File: src/rtl/mic_pkg.sv
// Shared constants of the microcontroller interrupt controller.
// Assumes an AXI4-Lite register bus with 32-bit data and a four-phase instruction cycle.
package mic_pkg;
	// Register byte offsets.
	localparam logic [11:0] OFS_MAIN_CTRL = 12'h000;
	localparam logic [11:0] OFS_FLAG_ONE = 12'h004;
	localparam logic [11:0] OFS_FLAG_TWO = 12'h008;
	localparam logic [11:0] OFS_FLAG_THREE = 12'h00c;
	localparam logic [11:0] OFS_EN_ONE = 12'h010;
	localparam logic [11:0] OFS_EN_TWO = 12'h014;
	localparam logic [11:0] OFS_EN_THREE = 12'h018;
	localparam logic [11:0] OFS_OPTION = 12'h01c;
	localparam logic [11:0] OFS_PIN_FLAGS = 12'h020;
	localparam logic [11:0] OFS_PIN_RISE_EN = 12'h024;
	localparam logic [11:0] OFS_PIN_FALL_EN = 12'h028;
	localparam logic [11:0] OFS_SEQ_STATUS = 12'h02c;

	// Field positions of the main control register.
	localparam int BIT_GLOBAL_EN = 7;
	localparam int BIT_PERIPH_EN = 6;
	localparam int BIT_TMR_EN = 5;
	localparam int BIT_EXT_EN = 4;
	localparam int BIT_PINCHG_EN = 3;
	localparam int BIT_TMR_FLAG = 2;
	localparam int BIT_EXT_FLAG = 1;
	localparam int BIT_PINCHG_SUM = 0;
	// Field position of the edge select in the option register.
	localparam int BIT_EDGE_SEL = 6;

	localparam int PIN_COUNT = 6;

	// Reset values.
	localparam logic [7:0] RST_BYTE = 8'h00;
	localparam logic [PIN_COUNT-1:0] RST_PINS = 6'h00;

	// Interrupt vector.
	localparam logic [14:0] IRQ_VECTOR = 15'h0004;

	// Quadrature phase codes.
	localparam logic [1:0] PH_Q1 = 2'h0;
	localparam logic [1:0] PH_Q4 = 2'h3;

	// AXI responses.
	localparam logic [1:0] RESP_OKAY = 2'h0;
	localparam logic [1:0] RESP_SLVERR = 2'h2;

	typedef enum logic [1:0] {
		MIC_IDLE = 2'b00,
		MIC_FLUSH = 2'b01,
		MIC_SAVE = 2'b10,
		MIC_VECTOR = 2'b11
	} mic_state_t;
endpackage

File: src/rtl/mic_irq_ctrl.sv
// Interrupt controller of a small microcontroller with AXI4-Lite registers.
// Assumes a core that follows the entry strobes and pulses return_from_irq_instr.
// What this block does
// - Any reset leaves all enables clear, so nothing can redirect execution.
// - Redirect only with global and own enable, peripherals also need group enable.
// - Every source flag sets on its event whatever the enables are.
// - Flags live in the main control register, three peripheral flag registers and the pin flag register.
// - On entry flush prefetch, clear global enable, push PC, save shadow, load vector.
// - With global enable clear events only flag; pending ones taken once re-enabled.
// - Return pops address, restores shadow context and sets global enable again.
// - Synchronous sources reach the vector three or four instruction cycles later.
// - Asynchronous sources reach the vector three to five instruction cycles later.
// - Entry latency does not depend on one- or two-cycle instructions.
// - The external pin flag is sampled at the first phase of each cycle.
// - The external pin flag may become set between the fourth and first phase.
// - Edge select set means rising edge sets the pin flag, clear means falling.
// - Shadow save holds W, status less time-out and power-down, bank, pointers, latch.
// - Pin-change summary flag is read-only and clears once all pin flags clear.
//
// The register offsets and the AXI4-Lite interface to the registers were left to the implementer.
`timescale 1ns/1ps
`default_nettype none
module mic_irq_ctrl (
	// Clock and reset.
	input wire logic sys_clk,
	input wire logic rst,
	// AXI4-Lite write address and data.
	input wire logic s_axi_awvalid,
	output logic s_axi_awready,
	input wire logic [11:0] s_axi_awaddr,
	input wire logic s_axi_wvalid,
	output logic s_axi_wready,
	input wire logic [31:0] s_axi_wdata,
	input wire logic [3:0] s_axi_wstrb,
	// AXI4-Lite write response.
	output logic s_axi_bvalid,
	input wire logic s_axi_bready,
	output logic [1:0] s_axi_bresp,
	// AXI4-Lite read.
	input wire logic s_axi_arvalid,
	output logic s_axi_arready,
	input wire logic [11:0] s_axi_araddr,
	output logic s_axi_rvalid,
	input wire logic s_axi_rready,
	output logic [31:0] s_axi_rdata,
	output logic [1:0] s_axi_rresp,
	// Event sources.
	input wire logic timer_ovf_event,
	input wire logic [7:0] periph_event_one,
	input wire logic [7:0] periph_event_two,
	input wire logic [7:0] periph_event_three,
	input wire logic ext_irq_pin,
	input wire logic [mic_pkg::PIN_COUNT-1:0] pin_change_pins,
	// Core side.
	output logic [1:0] q_phase,
	input wire logic [14:0] core_pc,
	input wire logic [7:0] core_w,
	input wire logic [2:0] core_status,
	input wire logic [4:0] core_bsr,
	input wire logic [15:0] core_fsr0,
	input wire logic [15:0] core_fsr1,
	input wire logic [6:0] core_pclath,
	input wire logic return_from_irq_instr,
	output logic irq_flush,
	output logic stack_push,
	output logic [14:0] push_addr,
	output logic pc_load,
	output logic [14:0] pc_load_addr,
	output logic ctx_restore,
	output logic [7:0] shadow_w,
	output logic [2:0] shadow_status,
	output logic [4:0] shadow_bsr,
	output logic [15:0] shadow_fsr0,
	output logic [15:0] shadow_fsr1,
	output logic [6:0] shadow_pclath
);
	import mic_pkg::*;

	mic_state_t state;
	logic global_irq_enable, peripheral_group_enable, tmr_en, ext_en, pinchg_en;
	logic tmr_flag, ext_pin_irq_flag, ext_pin_edge_select;
	logic [7:0] periph_flag_reg_one, periph_flag_reg_two, periph_flag_reg_three;
	logic [7:0] periph_enable_reg_one, periph_enable_reg_two, periph_enable_reg_three;
	logic [PIN_COUNT-1:0] pin_flags, pin_rise_en, pin_fall_en;
	logic [7:0] main_irq_control_reg;
	logic pin_change_summary_flag, irq_request, enter_irq;
	logic ext_meta, ext_sync, ext_prev, ext_edge;
	logic [PIN_COUNT-1:0] pin_meta, pin_sync, pin_prev, pin_event;
	logic aw_held, w_held, do_write, wr_byte, w_strobe;
	logic [11:0] aw_addr;
	logic [7:0] w_byte;
	logic [31:0] next_rdata;
	logic next_rerr;

	// Two-stage synchronisers; edge detection looks only at the second stage onward.
	always_ff @(posedge sys_clk or posedge rst) begin
		if (rst) begin
			ext_meta <= 1'b0;
			ext_sync <= 1'b0;
			ext_prev <= 1'b0;
			pin_meta <= RST_PINS;
			pin_sync <= RST_PINS;
			pin_prev <= RST_PINS;
		end else begin
			ext_meta <= ext_irq_pin;
			ext_sync <= ext_meta;
			ext_prev <= ext_sync;
			pin_meta <= pin_change_pins;
			pin_sync <= pin_meta;
			pin_prev <= pin_sync;
		end
	end

	assign ext_edge = ext_pin_edge_select ? (ext_sync & ~ext_prev)
		: (~ext_sync & ext_prev);
	assign pin_event = (pin_sync & ~pin_prev & pin_rise_en) | (~pin_sync & pin_prev & pin_fall_en);

	// Instruction cycle phases Q1..Q4.
	always_ff @(posedge sys_clk or posedge rst) begin
		if (rst) begin
			q_phase <= PH_Q1;
		end else begin
			q_phase <= q_phase + 2'h1;
		end
	end

	assign pin_change_summary_flag = |pin_flags;
	assign main_irq_control_reg = {global_irq_enable, peripheral_group_enable, tmr_en, ext_en,
		pinchg_en, tmr_flag, ext_pin_irq_flag, pin_change_summary_flag};

	// Global gating of the OR of core terms and group-gated peripheral terms.
	assign irq_request = global_irq_enable & ((tmr_en & tmr_flag) | (ext_en & ext_pin_irq_flag)
		| (pinchg_en & pin_change_summary_flag)
		| (peripheral_group_enable & (|(periph_flag_reg_one & periph_enable_reg_one)
		| |(periph_flag_reg_two & periph_enable_reg_two)
		| |(periph_flag_reg_three & periph_enable_reg_three))));
	// Decision is taken only at the Q1 edge, whatever instruction is in flight.
	assign enter_irq = (state == MIC_IDLE) && (q_phase == PH_Q1) && irq_request;

	// Entry sequence: flush for the Q2 to Q4 phases, then one instruction cycle each for save and vector load.
	always_ff @(posedge sys_clk or posedge rst) begin
		if (rst) begin
			state <= MIC_IDLE;
		end else begin
			unique case (state)
				MIC_IDLE: begin
					if (enter_irq) begin
						state <= MIC_FLUSH;
					end
				end
				MIC_FLUSH: begin
					if (q_phase == PH_Q4) begin
						state <= MIC_SAVE;
					end
				end
				MIC_SAVE: begin
					if (q_phase == PH_Q4) begin
						state <= MIC_VECTOR;
					end
				end
				MIC_VECTOR: begin
					if (q_phase == PH_Q4) begin
						state <= MIC_IDLE;
					end
				end
			endcase
		end
	end

	assign irq_flush = (state == MIC_FLUSH);
	assign pc_load_addr = IRQ_VECTOR;

	// Push and vector load pulses, one clock at the start of their cycle; restore pulse one clock after the return.
	always_ff @(posedge sys_clk or posedge rst) begin
		if (rst) begin
			stack_push <= 1'b0;
			pc_load <= 1'b0;
			ctx_restore <= 1'b0;
			push_addr <= 15'h0000;
		end else begin
			stack_push <= (state == MIC_FLUSH) && (q_phase == PH_Q4);
			pc_load <= (state == MIC_SAVE) && (q_phase == PH_Q4);
			ctx_restore <= return_from_irq_instr;
			if ((state == MIC_FLUSH) && (q_phase == PH_Q4)) begin
				push_addr <= core_pc;
			end
		end
	end

	// Shadow set; time-out and power-down bits are deliberately not captured.
	always_ff @(posedge sys_clk or posedge rst) begin
		if (rst) begin
			shadow_w <= 8'h00;
			shadow_status <= 3'h0;
			shadow_bsr <= 5'h00;
			shadow_fsr0 <= 16'h0000;
			shadow_fsr1 <= 16'h0000;
			shadow_pclath <= 7'h00;
		end else if ((state == MIC_FLUSH) && (q_phase == PH_Q4)) begin
			shadow_w <= core_w;
			shadow_status <= core_status;
			shadow_bsr <= core_bsr;
			shadow_fsr0 <= core_fsr0;
			shadow_fsr1 <= core_fsr1;
			shadow_pclath <= core_pclath;
		end
	end

	// Write channel: address and data taken in either order.
	assign s_axi_awready = !aw_held && !s_axi_bvalid;
	assign s_axi_wready = !w_held && !s_axi_bvalid;
	assign do_write = aw_held && w_held && !s_axi_bvalid;
	assign wr_byte = do_write && w_strobe;

	always_ff @(posedge sys_clk or posedge rst) begin
		if (rst) begin
			aw_held <= 1'b0;
			w_held <= 1'b0;
			aw_addr <= 12'h000;
			w_byte <= RST_BYTE;
			w_strobe <= 1'b0;
			s_axi_bvalid <= 1'b0;
			s_axi_bresp <= RESP_OKAY;
		end else begin
			if (s_axi_awvalid && s_axi_awready) begin
				aw_held <= 1'b1;
				aw_addr <= s_axi_awaddr;
			end
			if (s_axi_wvalid && s_axi_wready) begin
				w_held <= 1'b1;
				w_byte <= s_axi_wdata[7:0];
				w_strobe <= s_axi_wstrb[0];
			end
			if (do_write) begin
				aw_held <= 1'b0;
				w_held <= 1'b0;
				s_axi_bvalid <= 1'b1;
				s_axi_bresp <= (aw_addr[11:2] > OFS_SEQ_STATUS[11:2]) ? RESP_SLVERR : RESP_OKAY;
			end else if (s_axi_bready) begin
				s_axi_bvalid <= 1'b0;
			end
		end
	end

	// Control bits; hardware clear on entry and set on return beat software writes.
	always_ff @(posedge sys_clk or posedge rst) begin
		if (rst) begin
			global_irq_enable <= 1'b0;
			peripheral_group_enable <= 1'b0;
			tmr_en <= 1'b0;
			ext_en <= 1'b0;
			pinchg_en <= 1'b0;
			ext_pin_edge_select <= 1'b0;
			periph_enable_reg_one <= RST_BYTE;
			periph_enable_reg_two <= RST_BYTE;
			periph_enable_reg_three <= RST_BYTE;
			pin_rise_en <= RST_PINS;
			pin_fall_en <= RST_PINS;
		end else begin
			if (wr_byte) begin
				unique case ({aw_addr[11:2], 2'b00})
					OFS_MAIN_CTRL: begin
						global_irq_enable <= w_byte[BIT_GLOBAL_EN];
						peripheral_group_enable <= w_byte[BIT_PERIPH_EN];
						tmr_en <= w_byte[BIT_TMR_EN];
						ext_en <= w_byte[BIT_EXT_EN];
						pinchg_en <= w_byte[BIT_PINCHG_EN];
					end
					OFS_EN_ONE: periph_enable_reg_one <= w_byte;
					OFS_EN_TWO: periph_enable_reg_two <= w_byte;
					OFS_EN_THREE: periph_enable_reg_three <= w_byte;
					OFS_OPTION: ext_pin_edge_select <= w_byte[BIT_EDGE_SEL];
					OFS_PIN_RISE_EN: pin_rise_en <= w_byte[PIN_COUNT-1:0];
					OFS_PIN_FALL_EN: pin_fall_en <= w_byte[PIN_COUNT-1:0];
					default: begin
					end
				endcase
			end
			if (enter_irq) begin
				global_irq_enable <= 1'b0;
			end else if (return_from_irq_instr) begin
				global_irq_enable <= 1'b1;
			end
		end
	end

	// Flags: an event in the same clock as a software write still sets the flag.
	always_ff @(posedge sys_clk or posedge rst) begin
		if (rst) begin
			tmr_flag <= 1'b0;
			ext_pin_irq_flag <= 1'b0;
			pin_flags <= RST_PINS;
			periph_flag_reg_one <= RST_BYTE;
			periph_flag_reg_two <= RST_BYTE;
			periph_flag_reg_three <= RST_BYTE;
		end else begin
			tmr_flag <= ((wr_byte && aw_addr[11:2] == OFS_MAIN_CTRL[11:2]) ? w_byte[BIT_TMR_FLAG]
				: tmr_flag) | timer_ovf_event;
			// The pin edge may land in any phase, so the flag may set between Q4 and Q1.
			ext_pin_irq_flag <= ((wr_byte && aw_addr[11:2] == OFS_MAIN_CTRL[11:2])
				? w_byte[BIT_EXT_FLAG] : ext_pin_irq_flag) | ext_edge;
			pin_flags <= ((wr_byte && aw_addr[11:2] == OFS_PIN_FLAGS[11:2])
				? w_byte[PIN_COUNT-1:0] : pin_flags) | pin_event;
			periph_flag_reg_one <= ((wr_byte && aw_addr[11:2] == OFS_FLAG_ONE[11:2])
				? w_byte : periph_flag_reg_one) | periph_event_one;
			periph_flag_reg_two <= ((wr_byte && aw_addr[11:2] == OFS_FLAG_TWO[11:2])
				? w_byte : periph_flag_reg_two) | periph_event_two;
			periph_flag_reg_three <= ((wr_byte && aw_addr[11:2] == OFS_FLAG_THREE[11:2])
				? w_byte : periph_flag_reg_three) | periph_event_three;
		end
	end

	// Read decode.
	always_comb begin
		next_rdata = 32'h00000000;
		next_rerr = 1'b0;
		unique case ({s_axi_araddr[11:2], 2'b00})
			OFS_MAIN_CTRL: next_rdata[7:0] = main_irq_control_reg;
			OFS_FLAG_ONE: next_rdata[7:0] = periph_flag_reg_one;
			OFS_FLAG_TWO: next_rdata[7:0] = periph_flag_reg_two;
			OFS_FLAG_THREE: next_rdata[7:0] = periph_flag_reg_three;
			OFS_EN_ONE: next_rdata[7:0] = periph_enable_reg_one;
			OFS_EN_TWO: next_rdata[7:0] = periph_enable_reg_two;
			OFS_EN_THREE: next_rdata[7:0] = periph_enable_reg_three;
			OFS_OPTION: next_rdata[BIT_EDGE_SEL] = ext_pin_edge_select;
			OFS_PIN_FLAGS: next_rdata[PIN_COUNT-1:0] = pin_flags;
			OFS_PIN_RISE_EN: next_rdata[PIN_COUNT-1:0] = pin_rise_en;
			OFS_PIN_FALL_EN: next_rdata[PIN_COUNT-1:0] = pin_fall_en;
			OFS_SEQ_STATUS: next_rdata[1:0] = state;
			default: next_rerr = 1'b1;
		endcase
	end

	assign s_axi_arready = !s_axi_rvalid;

	always_ff @(posedge sys_clk or posedge rst) begin
		if (rst) begin
			s_axi_rvalid <= 1'b0;
			s_axi_rdata <= 32'h00000000;
			s_axi_rresp <= RESP_OKAY;
		end else begin
			if (s_axi_arvalid && s_axi_arready) begin
				s_axi_rvalid <= 1'b1;
				s_axi_rdata <= next_rdata;
				s_axi_rresp <= next_rerr ? RESP_SLVERR : RESP_OKAY;
			end else if (s_axi_rready) begin
				s_axi_rvalid <= 1'b0;
			end
		end
	end
endmodule // mic_irq_ctrl
`default_nettype wire

File: config.mk
export PLATFORM = sky130hd
export DESIGN_NAME = mic_irq_ctrl
export DESIGN_NICKNAME = d
export VERILOG_FILES = /design/src/rtl/mic_pkg.sv /design/src/rtl/mic_irq_ctrl.sv
export SDC_FILE = /design/constraint.sdc
export NUM_CORES = 1
export LEC_CHECK = 0
export BUFFER_PORTS_ARGS = -buffer_cell sky130_fd_sc_hd__buf_2
export CELL_PAD_IN_SITES_DETAIL_PLACEMENT = 1
export CELL_PAD_IN_SITES_GLOBAL_PLACEMENT = 1
export CORE_MARGIN = 2
export CORE_UTILIZATION = 40
export CTS_CLUSTER_SIZE = 40
export DETAILED_ROUTE_END_ITERATION = 12
export PLACE_DENSITY = 0.88
export SYNTH_ARGS = -nofsm -noshare
export SYNTH_HDL_FRONTEND = slang
export SYNTH_SLANG_ARGS = --single-unit
File: constraint.sdc
create_clock -name sys_clk -period 7.8 [get_ports sys_clk]
set_clock_uncertainty 0.15 [all_clocks]
set_input_delay 1.17 -clock sys_clk [delete_from_list [all_inputs] [get_ports sys_clk]]
set_output_delay 1.17 -clock sys_clk [all_outputs]
set_load 0.05 [all_outputs]
==> results by group, run 1 <==
STA
  – Rel. slew slack: 33.1%
  – Unrepaired setup endpoints after global routing: false
  – Hold Vio Cnt, Final: 0
  – Worst hold-check slack: 0.198 ns
  – Max Fclk: 0.349 GHz
  – Sum of negative setup slack: 0 ns
  – Final period util: 36.7%
  – Post-route minimum period: 2.86 ns
  – Worst Setup Slack, final: 4.94 ns
  – Count of final max-slew check failures: 0
  – Measured slew at the worst slew-check pin: 1.00 ns
  – Final setup violation count: 0

Layout
  – Filler cell count: 2,401
  – Layout cells sized above 1: 45.1%
  – Most frequent cells in the layout: 229 x sky130_fd_sc_hd__buf_2, 205 x sky130_fd_sc_hd__dfrtp_1, 125 x sky130_fd_sc_hd__mux2_2
  – Commonest non-fill, non-tap cell in the layout: sky130_fd_sc_hd__buf_2
  – Fin nets: 1,101
  – Area growth from synthesis to layout: 22.5%

Die
  – Row count: 55
  – Overall die width: 155 um
  – Die extent in y: 155 um
  – Die area: 24,000 um2
  – Core area: 22,500 um2
  – Number of I/O pins: 302
  – Effective utilization at floorplan: 40.4%

Routing
  – Total routed wirelength: 25.9 mm
  – Number of DRC markers after the initial detailed-route iteration: 296
  – Per-cell routed wire length: 21.1 um
  – Drt drc: 0
  – DR vias/cell: 5.36
  – Initial DRT Pass Iterations: 4
  – Via total after detailed routing: 6,583
  – Antenna viol nets, final: 0

Synthesis
  – Number of synthesized flops with an enable pin: 0
  – Post-synthesis adder-cell area fraction: 0.825%
  – Post-synthesis instance area: 9100 um2
  – Simple-gate portion of the synthesized area: 8.89%
  – Count of synthesis-stage warnings from yosys: 0
  – Combinational family with the most area after synthesis: multiplexers
  – Fraction of synthesized area in multiplexers: 18.9%
  – Sequential area share after synthesis: 56.4%
  – Average size of a mapped cell: 13.0 um2
  – XOR/XNOR Fraction of Synth Area: 0%
  – Number of storage elements in the synthesis netlist: 205
  – Ys flop type: sky130_fd_sc_hd__dfrtp_1
  – Number of standard cells after synthesis: 698
  – Library cell with the largest summed area after synthesis: sky130_fd_sc_hd__dfrtp_1
  – Top cell type's share of synthesized area: 56.4%
  – Ys async rst share: 100%
  – Biggest area contributors in the synthesized netlist: sky130_fd_sc_hd__dfrtp_1 56%, sky130_fd_sc_hd__mux2_2 15%, sky130_fd_sc_hd__buf_4 3.9%
  – Count of cell types in the netlist: 59
  – Compound-Gate Fraction of Synth Area: 9.53%

Worst setup path
  – Data required time of the worst path: 6.48 ns
  – Critical Path Source Type: flop
  – Critical setup path kind: flop to output port
  – Maximum net fanout on the critical path: 6
  – CP Capture Type: output port
  – Worst endpoint data arrival time: 1.54 ns

Clock tree
  – Clock sinks: 205
  – Setup Fix Bufs, Post-CTS: 0
  – Total number of H-tree levels: 1
  – Cts repair resizes: 0
  – CTS root buf: sky130_fd_sc_hd__clkbuf_16
  – Clock tree from TritonCTS: done
  – Total of hold buffers inserted after clock tree synthesis: 0
  – Source-to-sink clock delay at the later pin of the worst-skew pair: 0.52 ns
  – CTS clk-pin slew, worst paths: 0.06 ns
  – Num CTS Buffers: 24
  – Clock buffer depth: 3

Run
  – Max_cap viols: 0

Placement
  – Placed wire-length estimate after detailed placement: 18.5 mm
  – Setup slack after placement: 4.50 ns
  – Port Buffer Count: 229
  – Global placer's final weighted congestion: 0.919

GRT
  – Number of global-route vias before repair: 7,408
  – Largest net degree at the start of global routing: 150
  – Antenna violations before repair: 3
  – Wire length of the first global-routing pass: 40.6 mm
  – GR Util All Layers: 21.6%
  – Overflow left after global routing: 0

Hold path
  – Path category of the worst min-delay check: flop to flop

Pwr
  – Leakage Power: 5.26 nW
  – Peak supply drop: 0.000301 V
  – Power Dens Cells: 381 nW/um2
  – Total power: 0.00425 W

Run status
  – Result of the run: completed
==> flip-flops by register name, indices dropped and copies added (netlist names), 7 cells and up <==
name,cells
shadow_fsr0,16
shadow_fsr1,16
push_addr,15
aw_addr,10
periph_enable_reg_one,8
periph_enable_reg_three,8
periph_enable_reg_two,8
periph_flag_reg_one,8
periph_flag_reg_three,8
periph_flag_reg_two,8
s_axi_rdata,8
shadow_w,8
w_byte,8
shadow_pclath,7
==> path summary, 6_finish.rpt <==
kind | from | to | slack, ns | cells past startpoint
max | state[1]$_DFFE_PP0P_ | irq_flush | 4.94 | 3
min | pin_meta[0]$_DFF_PP0_ | pin_sync[0]$_DFF_PP0_ | 0.20 | 0
max reg2reg | aw_addr[9]$_DFFE_PP0P_ | pin_rise_en[5]$_DFFE_PP0P_ | 5.27 | 5
min reg2reg | pin_meta[0]$_DFF_PP0_ | pin_sync[0]$_DFF_PP0_ | 0.20 | 0
max in group asynchronous | rst | s_axi_rdata[4]$_DFFE_PP0P_ | 5.43 | 3
min in group asynchronous | rst | shadow_w[4]$_DFFE_PP0P_ | 0.76 | 2
==> per-stage QoR <==
| stage | cell area (um2) | utilization, % | cells |
|---|---|---|---|
| 3_5_place_dp | 10300 | 45.9 | 1184 |
| 2_1_floorplan | 9240 | - | 737 |
| 6_report | 11100 | 49.5 | 1228 |
| 4_1_cts | 11100 | 49.5 | 1227 |
| 3_3_place_gp | 10300 | 45.9 | 1184 |
| 5_1_grt | 11100 | 49.5 | 1228 |
==> power breakdown <==
group	switching [W]	internal [W]
Clock	0.000451	0.000685
Sequential	0.000253	0.00134
Combinational	0.00109	0.000431
==> kinds of logic after synthesis <==
| kind of cell | after synthesis |
|---|---|
| compound gates | 116 |
| fa+ha+maj | 6 |
| buf+inv | 82 |
| flops | 205 |
| mux | 152 |
| other cells | 2 |
| simple gates | 135 |
==> per-layer routing <==
layer	routed length, um	vias up	GRT usage (%)	share of wire (%)
met5	25	-	0	0.097
met4	803	4	7.23	3.1
met3	2210	69	6.30	8.5
met2	13200	312	38.5	51
met1	9610	3288	24.8	37
li1	-	2910	-	-
==> synth_stat cells (7+ instances only) <==
cell type	instances
sky130_fd_sc_hd__a211o_1	27
sky130_fd_sc_hd__a21oi_1	11
sky130_fd_sc_hd__a221oi_1	11
sky130_fd_sc_hd__a22oi_1	10
sky130_fd_sc_hd__and3_1	15
sky130_fd_sc_hd__buf_4	47
sky130_fd_sc_hd__clkbuf_1	20
sky130_fd_sc_hd__dfrtp_1	205
sky130_fd_sc_hd__inv_1	11
sky130_fd_sc_hd__mux2_2	125
sky130_fd_sc_hd__mux2i_1	20
sky130_fd_sc_hd__nand2_1	40
sky130_fd_sc_hd__nand3b_1	8
sky130_fd_sc_hd__nor2_1	15
sky130_fd_sc_hd__nor2b_1	14
sky130_fd_sc_hd__nor3_1	8
sky130_fd_sc_hd__o211ai_1	7
sky130_fd_sc_hd__o21ai_0	18
==> layout make-up <==
cell class	count	area (um2)	area share, %
diodes	1	2.50	0.0225
clock inverters	14	165	1.48
repair buffers	233	1180	10.6
inverters	11	48.8	0.438
multi-input cells	450	3630	32.5
well taps	285	357	3.20
clock buffers	29	639	5.74
flip-flops and latches	205	5130	46.0
==> worst max-delay path, stage by stage (launching register included) <==
cell                      delay (ns)
sky130_fd_sc_hd__dfrtp_1        0.45
sky130_fd_sc_hd__inv_1          0.11
sky130_fd_sc_hd__ha_1           0.19
sky130_fd_sc_hd__buf_2          0.28
(Power assumes the default switching activity.)
==> run 2: changes to the inputs <==
Clock period 7.8 ns to 2.7 ns, I/O delays scaled along.
==> run 2 against run 1 <==
Against the previous run: routed wire length is 28% higher; largest power group is now combinational cells; combinational power grew to 3.1 times the previous value; clock-buffer cell count is 3 higher.
==> results by group, run 2 (synthesized netlist as in run 1, its figures left out) <==
Routing
  – Antenna viol nets, final: 0 (unchanged)
  – Drt drc: 0 (unchanged)
  – Number of DRC markers after the initial detailed-route iteration: 448 (+51%)
  – Initial DRT Pass Iterations: 4 (unchanged)
  – Total routed wirelength: 33.2 mm (+28%)
  – DR vias/cell: 5.40 (+0.78%)
  – Per-cell routed wire length: 24.1 um (+14%)
  – Via total after detailed routing: 7,423 (+13%)

Worst setup path
  – CP max stage cell: sky130_fd_sc_hd__a211o_1
  – Cell-by-cell trace of the critical path: nor4_4 -> and4b_1 -> and2_1 -> buf_4 -> nand2_2 -> a211o_1
  – Worst R2R Setup Slack: 0.22 ns (-5.05 ns)
  – Critical Path Source Type: flop
  – Critical setup path kind: flop to flop
  – Worst endpoint data arrival time: 2.70 ns (+1.16 ns)
  – CP Capture Type: flop
  – Maximum net fanout on the critical path: 9 (+3)
  – Data required time of the worst path: 2.92 ns (-3.56 ns)
  – Stage delay of the slowest cell on the critical path: 0.44 ns (about the same)

STA
  – Max Fclk: 0.403 GHz
  – Hold Vio Cnt, Final: 0 (unchanged)
  – Rel. slew slack: 47.7% (+15 points)
  – Unrepaired setup endpoints after global routing: false
  – Count of final max-slew check failures: 0 (unchanged)
  – Worst hold-check slack: 0.0152 ns (-0.183 ns)
  – Final setup violation count: 0 (unchanged)
  – Sum of negative setup slack: 0 ns (unchanged)
  – Measured slew at the worst slew-check pin: 0.783 ns (-0.220 ns)
  – Post-route minimum period: 2.48 ns
  – Final period util: 92.0%

Clock tree
  – Source-to-sink clock delay at the later pin of the worst-skew pair: 0.52 ns (about the same)
  – Cts repair resizes: 0 (unchanged)
  – CTS root buf: sky130_fd_sc_hd__clkbuf_16
  – Setup Fix Bufs, Post-CTS: 0 (unchanged)
  – Total of hold buffers inserted after clock tree synthesis: 123 (+123)
  – Clock tree from TritonCTS: done
  – Clock buffer depth: 3 (unchanged)
  – Clock sinks: 205 (unchanged)
  – Total number of H-tree levels: 1 (unchanged)
  – Num CTS Buffers: 24 (unchanged)
  – CTS clk-pin slew, worst paths: 0.07 ns (about the same)

Placement
  – Global placer's final weighted congestion: 0.881 (-4.1%)
  – Port Buffer Count: 229 (unchanged)
  – Placed wire-length estimate after detailed placement: 20.1 mm (+8.5%)
  – Area post-placement: 10,600 um2 (+2.6%)

Pwr
  – Sequential cell fraction of total power: 36.8% (-0.6 points)
  – Clock Power Share: 26.4% (-0.3 points)
  – Psw: 0.00556 W (+210%)
  – Power Dens Cells: 1020 nW/um2 (+170%)
  – Total power: 0.0128 W (+200%)
  – Switching portion of total power: 43.3% (+1.0 points)
  – Internal power: 0.00729 W (+200%)
  – Peak supply drop: 0.000876 V (+190%)
  – Gate power share: 36.8% (+1.0 points)
  – Leakage Power: 5.92 nW (+13%)

Die
  – Overall die width: 155 um (unchanged)
  – Row count: 55 (unchanged)
  – Die area: 24,000 um2 (unchanged)
  – Die extent in y: 155 um (unchanged)
  – Effective utilization at floorplan: 40.4% (unchanged)
  – Number of I/O pins: 302 (unchanged)
  – Core area: 22,500 um2 (unchanged)

Layout
  – Most frequent cells in the layout: 229 x sky130_fd_sc_hd__buf_2, 205 x sky130_fd_sc_hd__dfrtp_1, 125 x sky130_fd_sc_hd__mux2_2
  – Area growth from synthesis to layout: 39.1%
  – Largest registers: shadow_fsr0: 16 flops, shadow_fsr1: 16 flops, push_addr: 15 flops
  – Fin nets: 1,245 (+13%)
  – Filler cell count: 2,284 (-4.9%)
  – Share of the core filled with cells: 56.2% (+6.7 points)
  – Combined area of the multi-input logic cells: 3630 um2 (unchanged)
  – Commonest non-fill, non-tap cell in the layout: sky130_fd_sc_hd__buf_2
  – Design area: 12,700 um2 (+14%)
  – Total area of sequential cells: 5130 um2 (unchanged)
  – Layout cells sized above 1: 41.0% (-4.1 points)

Run status
  – Result of the run: completed

GRT
  – Overflow left after global routing: 0 (unchanged)
  – GR Util All Layers: 27.5% (+6.0 points)
  – Wire length of the first global-routing pass: 50.6 mm (+25%)
  – Antenna violations before repair: 3 (unchanged)
  – Number of global-route vias before repair: 8,489 (+15%)
  – Largest net degree at the start of global routing: 37 (-75%)

Run
  – Max_cap viols: 0 (unchanged)

Hold path
  – Path category of the worst min-delay check: input port to flop
-- run 2: changes by cell type in the layout (fill, tap and decap cells not counted) --
cell	change
sky130_fd_sc_hd__diode_2	+2
sky130_fd_sc_hd__clkbuf_1	+1
sky130_fd_sc_hd__clkinv_4	-1
sky130_fd_sc_hd__dlygate4sd3_1	+123
sky130_fd_sc_hd__buf_4	+12
sky130_fd_sc_hd__inv_8	-1
sky130_fd_sc_hd__clkinv_2	-1
sky130_fd_sc_hd__clkbuf_8	+2
sky130_fd_sc_hd__buf_12	+9
-- run 2: final cells by class --
type	instances	share of cell area [%]
diodes	3	0.0593
clock buffers	32	5.30
clock inverters	11	1.14
inverters	11	0.356
multi-input cells	450	28.6
flip-flops and latches	205	40.5
well taps	285	2.82
repair buffers	377	21.2
-- run 2: worst paths after layout --
check,start,endpoint,depth (start not counted)
max,aw_addr[9]$_DFFE_PP0P_,periph_flag_reg_one[3]$_DFF_PP0_,6
min,core_fsr1[13],shadow_fsr1[13]$_DFFE_PP0P_,2
max reg2reg,aw_addr[9]$_DFFE_PP0P_,periph_flag_reg_one[3]$_DFF_PP0_,6
min reg2reg,pin_meta[1]$_DFF_PP0_,pin_sync[1]$_DFF_PP0_,0
max in group asynchronous,rst,periph_flag_reg_three[0]$_DFF_PP0_,4
min in group asynchronous,rst,shadow_fsr1[1]$_DFFE_PP0P_,3
-- run 2: stage by stage --
| step | setup WS, ns | cells |
|---|---|---|
| floorplan | -0.513 | 737 |
| global placement | 0.351 | 1205 |
| detailed placement | 0.311 | 1205 |
| CTS | 0.348 | 1371 |
| global route | 0.187 | 1373 |
| finish | 0.217 | 1374 |
-- run 2: worst max-delay path, delay by kind of cell, from the launching register on --
kind | cells | cell delay, ns
AOI/OAI and AO/OA | 1 | 0.44
DFF | 1 | 0.43
buffers and inverters | 1 | 0.20
and+or+nand+nor | 4 | 1.10
-- run 2: per-layer routing --
metal	share of wire [%]	routed length [um]	GRT usage, %	vias to the layer above
li1	-	-	-	3196
met1	37	12300	31.8	3794
met2	52	17400	50.4	343
met3	6.1	2020	5.07	90
met4	4.5	1490	11.1	0
met5	0	0	0	-
-- run 2: power by group through the flow --
stage	registers, W	clock network, W	logic, W
finish	0.00472	0.00339	0.00473
global route	0.00480	0.00356	0.00493
CTS	0.00461	0.00341	0.00464
detailed placement	0.00463	0	0.00446
global placement	0.00456	0	0.00431
floorplan	0.00628	0	0.00155
==> run 3: changes to the inputs <==
Settings changed: PLACE_DENSITY 0.88 to 0.79.
==> run 3 against run 2 <==
Against the previous run: global-route usage fell by 2.0 points; maximum frequency rose by 3.8%; routed wire length fell by 7.3%; critical endpoint is now periph_flag_reg_two[5]$_DFF_PP0_.
==> results by group, run 3 (synthesized netlist as in run 1, its figures left out) <==
Run status
  – Result of the run: completed

Routing
  – Per-cell routed wire length: 22.5 um (-6.8%)
  – Antenna viol nets, final: 0 (unchanged)
  – Drt drc: 0 (unchanged)
  – Initial DRT Pass Iterations: 5 (+1)
  – Total routed wirelength: 30.7 mm (-7.3%)
  – DR vias/cell: 5.30 (-1.9%)
  – Number of DRC markers after the initial detailed-route iteration: 366 (-18%)
  – Via total after detailed routing: 7,244 (-2.4%)

Worst setup path
  – Critical Path Start: aw_addr[8]$_DFFE_PP0P_
  – Maximum net fanout on the critical path: 14 (+5)
  – Worst R2R Setup Slack: 0.31 ns (+0.09 ns)
  – Critical Path End: periph_flag_reg_two[5]$_DFF_PP0_
  – Critical Path Source Type: flop
  – Worst endpoint data arrival time: 2.63 ns (-0.07 ns)
  – Endpoint of the lowest-slack register-to-register path: periph_flag_reg_two[5]$_DFF_PP0_
  – Critical setup path kind: flop to flop
  – Launch point of the worst reg-to-reg path: aw_addr[8]$_DFFE_PP0P_
  – CP Capture Type: flop
  – Data required time of the worst path: 2.94 ns (+0.02 ns)
  – Worst reg2reg path depth: 6 (unchanged)

Die
  – Row count: 55 (unchanged)
  – Number of I/O pins: 302 (unchanged)
  – Die extent in y: 155 um (unchanged)
  – Die area: 24,000 um2 (unchanged)
  – Effective utilization at floorplan: 40.4% (unchanged)
  – Core area: 22,500 um2 (unchanged)
  – Overall die width: 155 um (unchanged)

Clock tree
  – Clock tree from TritonCTS: done
  – CTS root buf: sky130_fd_sc_hd__clkbuf_16
  – Clock sinks: 205 (unchanged)
  – CTS clk-pin slew, worst paths: 0.07 ns (about the same)
  – Total number of H-tree levels: 1 (unchanged)
  – Num CTS Buffers: 23 (-4.2%)
  – Cts repair resizes: 0 (unchanged)
  – Clock buffer depth: 3 (unchanged)
  – Setup Fix Bufs, Post-CTS: 0 (unchanged)
  – Source-to-sink clock delay at the later pin of the worst-skew pair: 0.51 ns (about the same)

Layout
  – Fin nets: 1,240 (-0.40%)
  – Most frequent cells in the layout: 229 x sky130_fd_sc_hd__buf_2, 205 x sky130_fd_sc_hd__dfrtp_1, 125 x sky130_fd_sc_hd__mux2_2
  – Filler cell count: 2,316 (+1.4%)
  – Area growth from synthesis to layout: 38.4%
  – Count of placed standard cells in the final layout, fillers left out: 1,367 (-0.51%)
  – Layout cells sized above 1: 40.8% (-0.18 points)
  – Largest registers: shadow_fsr0: 16 flops, shadow_fsr1: 16 flops, push_addr: 15 flops
  – Design area: 12,600 um2 (-0.51%)
  – Share of the core filled with cells: 56.0% (-0.29 points)
  – Commonest non-fill, non-tap cell in the layout: sky130_fd_sc_hd__buf_2

Pwr
  – Power Dens Cells: 1010 nW/um2 (-0.64%)
  – Leakage Power: 5.89 nW (-0.57%)
  – Peak supply drop: 0.00100 V (+14%)

GRT
  – Overflow left after global routing: 0 (unchanged)
  – Antenna violations before repair: 1 (-2)
  – Largest net degree at the start of global routing: 61 (+65%)
  – Wire length of the first global-routing pass: 47.4 mm (-6.4%)
  – Number of global-route vias before repair: 8,247 (-2.9%)
  – GR Util All Layers: 25.5% (-2.0 points)

STA
  – Count of final max-slew check failures: 0 (unchanged)
  – Final period util: 88.6% (-3.4 points)
  – Worst hold-check slack: 0.0374 ns (+0.0221 ns)
  – Worst Setup Slack, final: 0.309 ns (+0.0919 ns)
  – Final setup violation count: 0 (unchanged)
  – Hold Vio Cnt, Final: 0 (unchanged)
  – Max Fclk: 0.418 GHz (+3.8%)
  – Rel. slew slack: 54.6% (+7.0 points)
  – Measured slew at the worst slew-check pin: 0.679 ns (-0.105 ns)
  – Post-route minimum period: 2.39 ns (-0.0919 ns)
  – Unrepaired setup endpoints after global routing: false

Placement
  – Placed instance count: 1,201 (-0.33%)
  – Port Buffer Count: 229 (unchanged)
  – Setup slack after placement: 0.350 ns (+0.0397 ns)
  – Area post-placement: 10,500 um2 (-0.52%)
  – Global placer's final weighted congestion: 0.878 (-0.41%)
  – Placed wire-length estimate after detailed placement: 19.1 mm (-4.8%)

Hold path
  – Path category of the worst min-delay check: input port to flop

Run
  – Max_cap viols: 0 (unchanged)
==> run 3: where the power goes <==
group / switching [W] / leakage (nW) / internal (W)
combinational: 0.00331 / 3.02 / 0.00138
clock: 0.00131 / 0.400 / 0.00205
sequential: 0.000798 / 2.47 / 0.00386
total: 0.00541 / 5.89 / 0.00729
==> run 3: how the worst min path moves through the flow <==
stage | startpoint | slack, ns | depth (start not counted) | to
finish | core_fsr0[11] | 0.04 | 2 | shadow_fsr0[11]$_DFFE_PP0P_
global placement | pin_meta[4]$_DFF_PP0_ | 0.19 | 0 | pin_sync[4]$_DFF_PP0_
global route | core_fsr0[5] | 0.005 | 2 | shadow_fsr0[5]$_DFFE_PP0P_
CTS | core_fsr0[5] | 0.004 | 2 | shadow_fsr0[5]$_DFFE_PP0P_
floorplan | ext_meta$_DFF_PP0_ | 0.18 | 0 | ext_sync$_DFF_PP0_
detailed placement | pin_meta[1]$_DFF_PP0_ | 0.19 | 0 | pin_sync[1]$_DFF_PP0_
==> run 3: through the flow <==
stage | power [W] | TNS (ns)
after CTS | 0.0126 | 0
after global placement | 0.00891 | 0
final | 0.0127 | 0
after global routing | 0.0132 | 0
after detailed placement | 0.00905 | 0
after floorplan | 0.00783 | -105.22
==> run 3: per-layer routing <==
metal	vias to the layer above	global-route usage, %	routed length [um]
li1	3177	-	-
met1	3667	30.1	11900
met2	317	46.0	15700
met3	83	5.58	1990
met4	0	8.77	1140
met5	-	0	0
==> run 3: final cells by class <==
type,count,area [um2],area share [%]
diodes,1,2.50,0.0199
clock buffers,33,683,5.43
clock inverters,9,126,1.00
inverters,11,45.0,0.358
multi-input cells,450,3630,28.8
flip-flops and latches,205,5130,40.7
well taps,285,357,2.83
repair buffers,373,2620,20.8
==> run 3: critical path, cell delays in order (launching register included) <==
cell and delay [ns]:
sky130_fd_sc_hd__dfrtp_1 0.42, sky130_fd_sc_hd__nor4_4 0.31, sky130_fd_sc_hd__nand4_1 0.18, sky130_fd_sc_hd__nand2b_4 0.20, sky130_fd_sc_hd__nor3_4 0.53, sky130_fd_sc_hd__nor2b_1 0.15, sky130_fd_sc_hd__a211o_1 0.32
==> run 3: timing repair <==
action,4_1_cts,5_1_grt
endpoints found under the setup margin,0,0
hold endpoints to repair,138,0
hold buffers,123,0
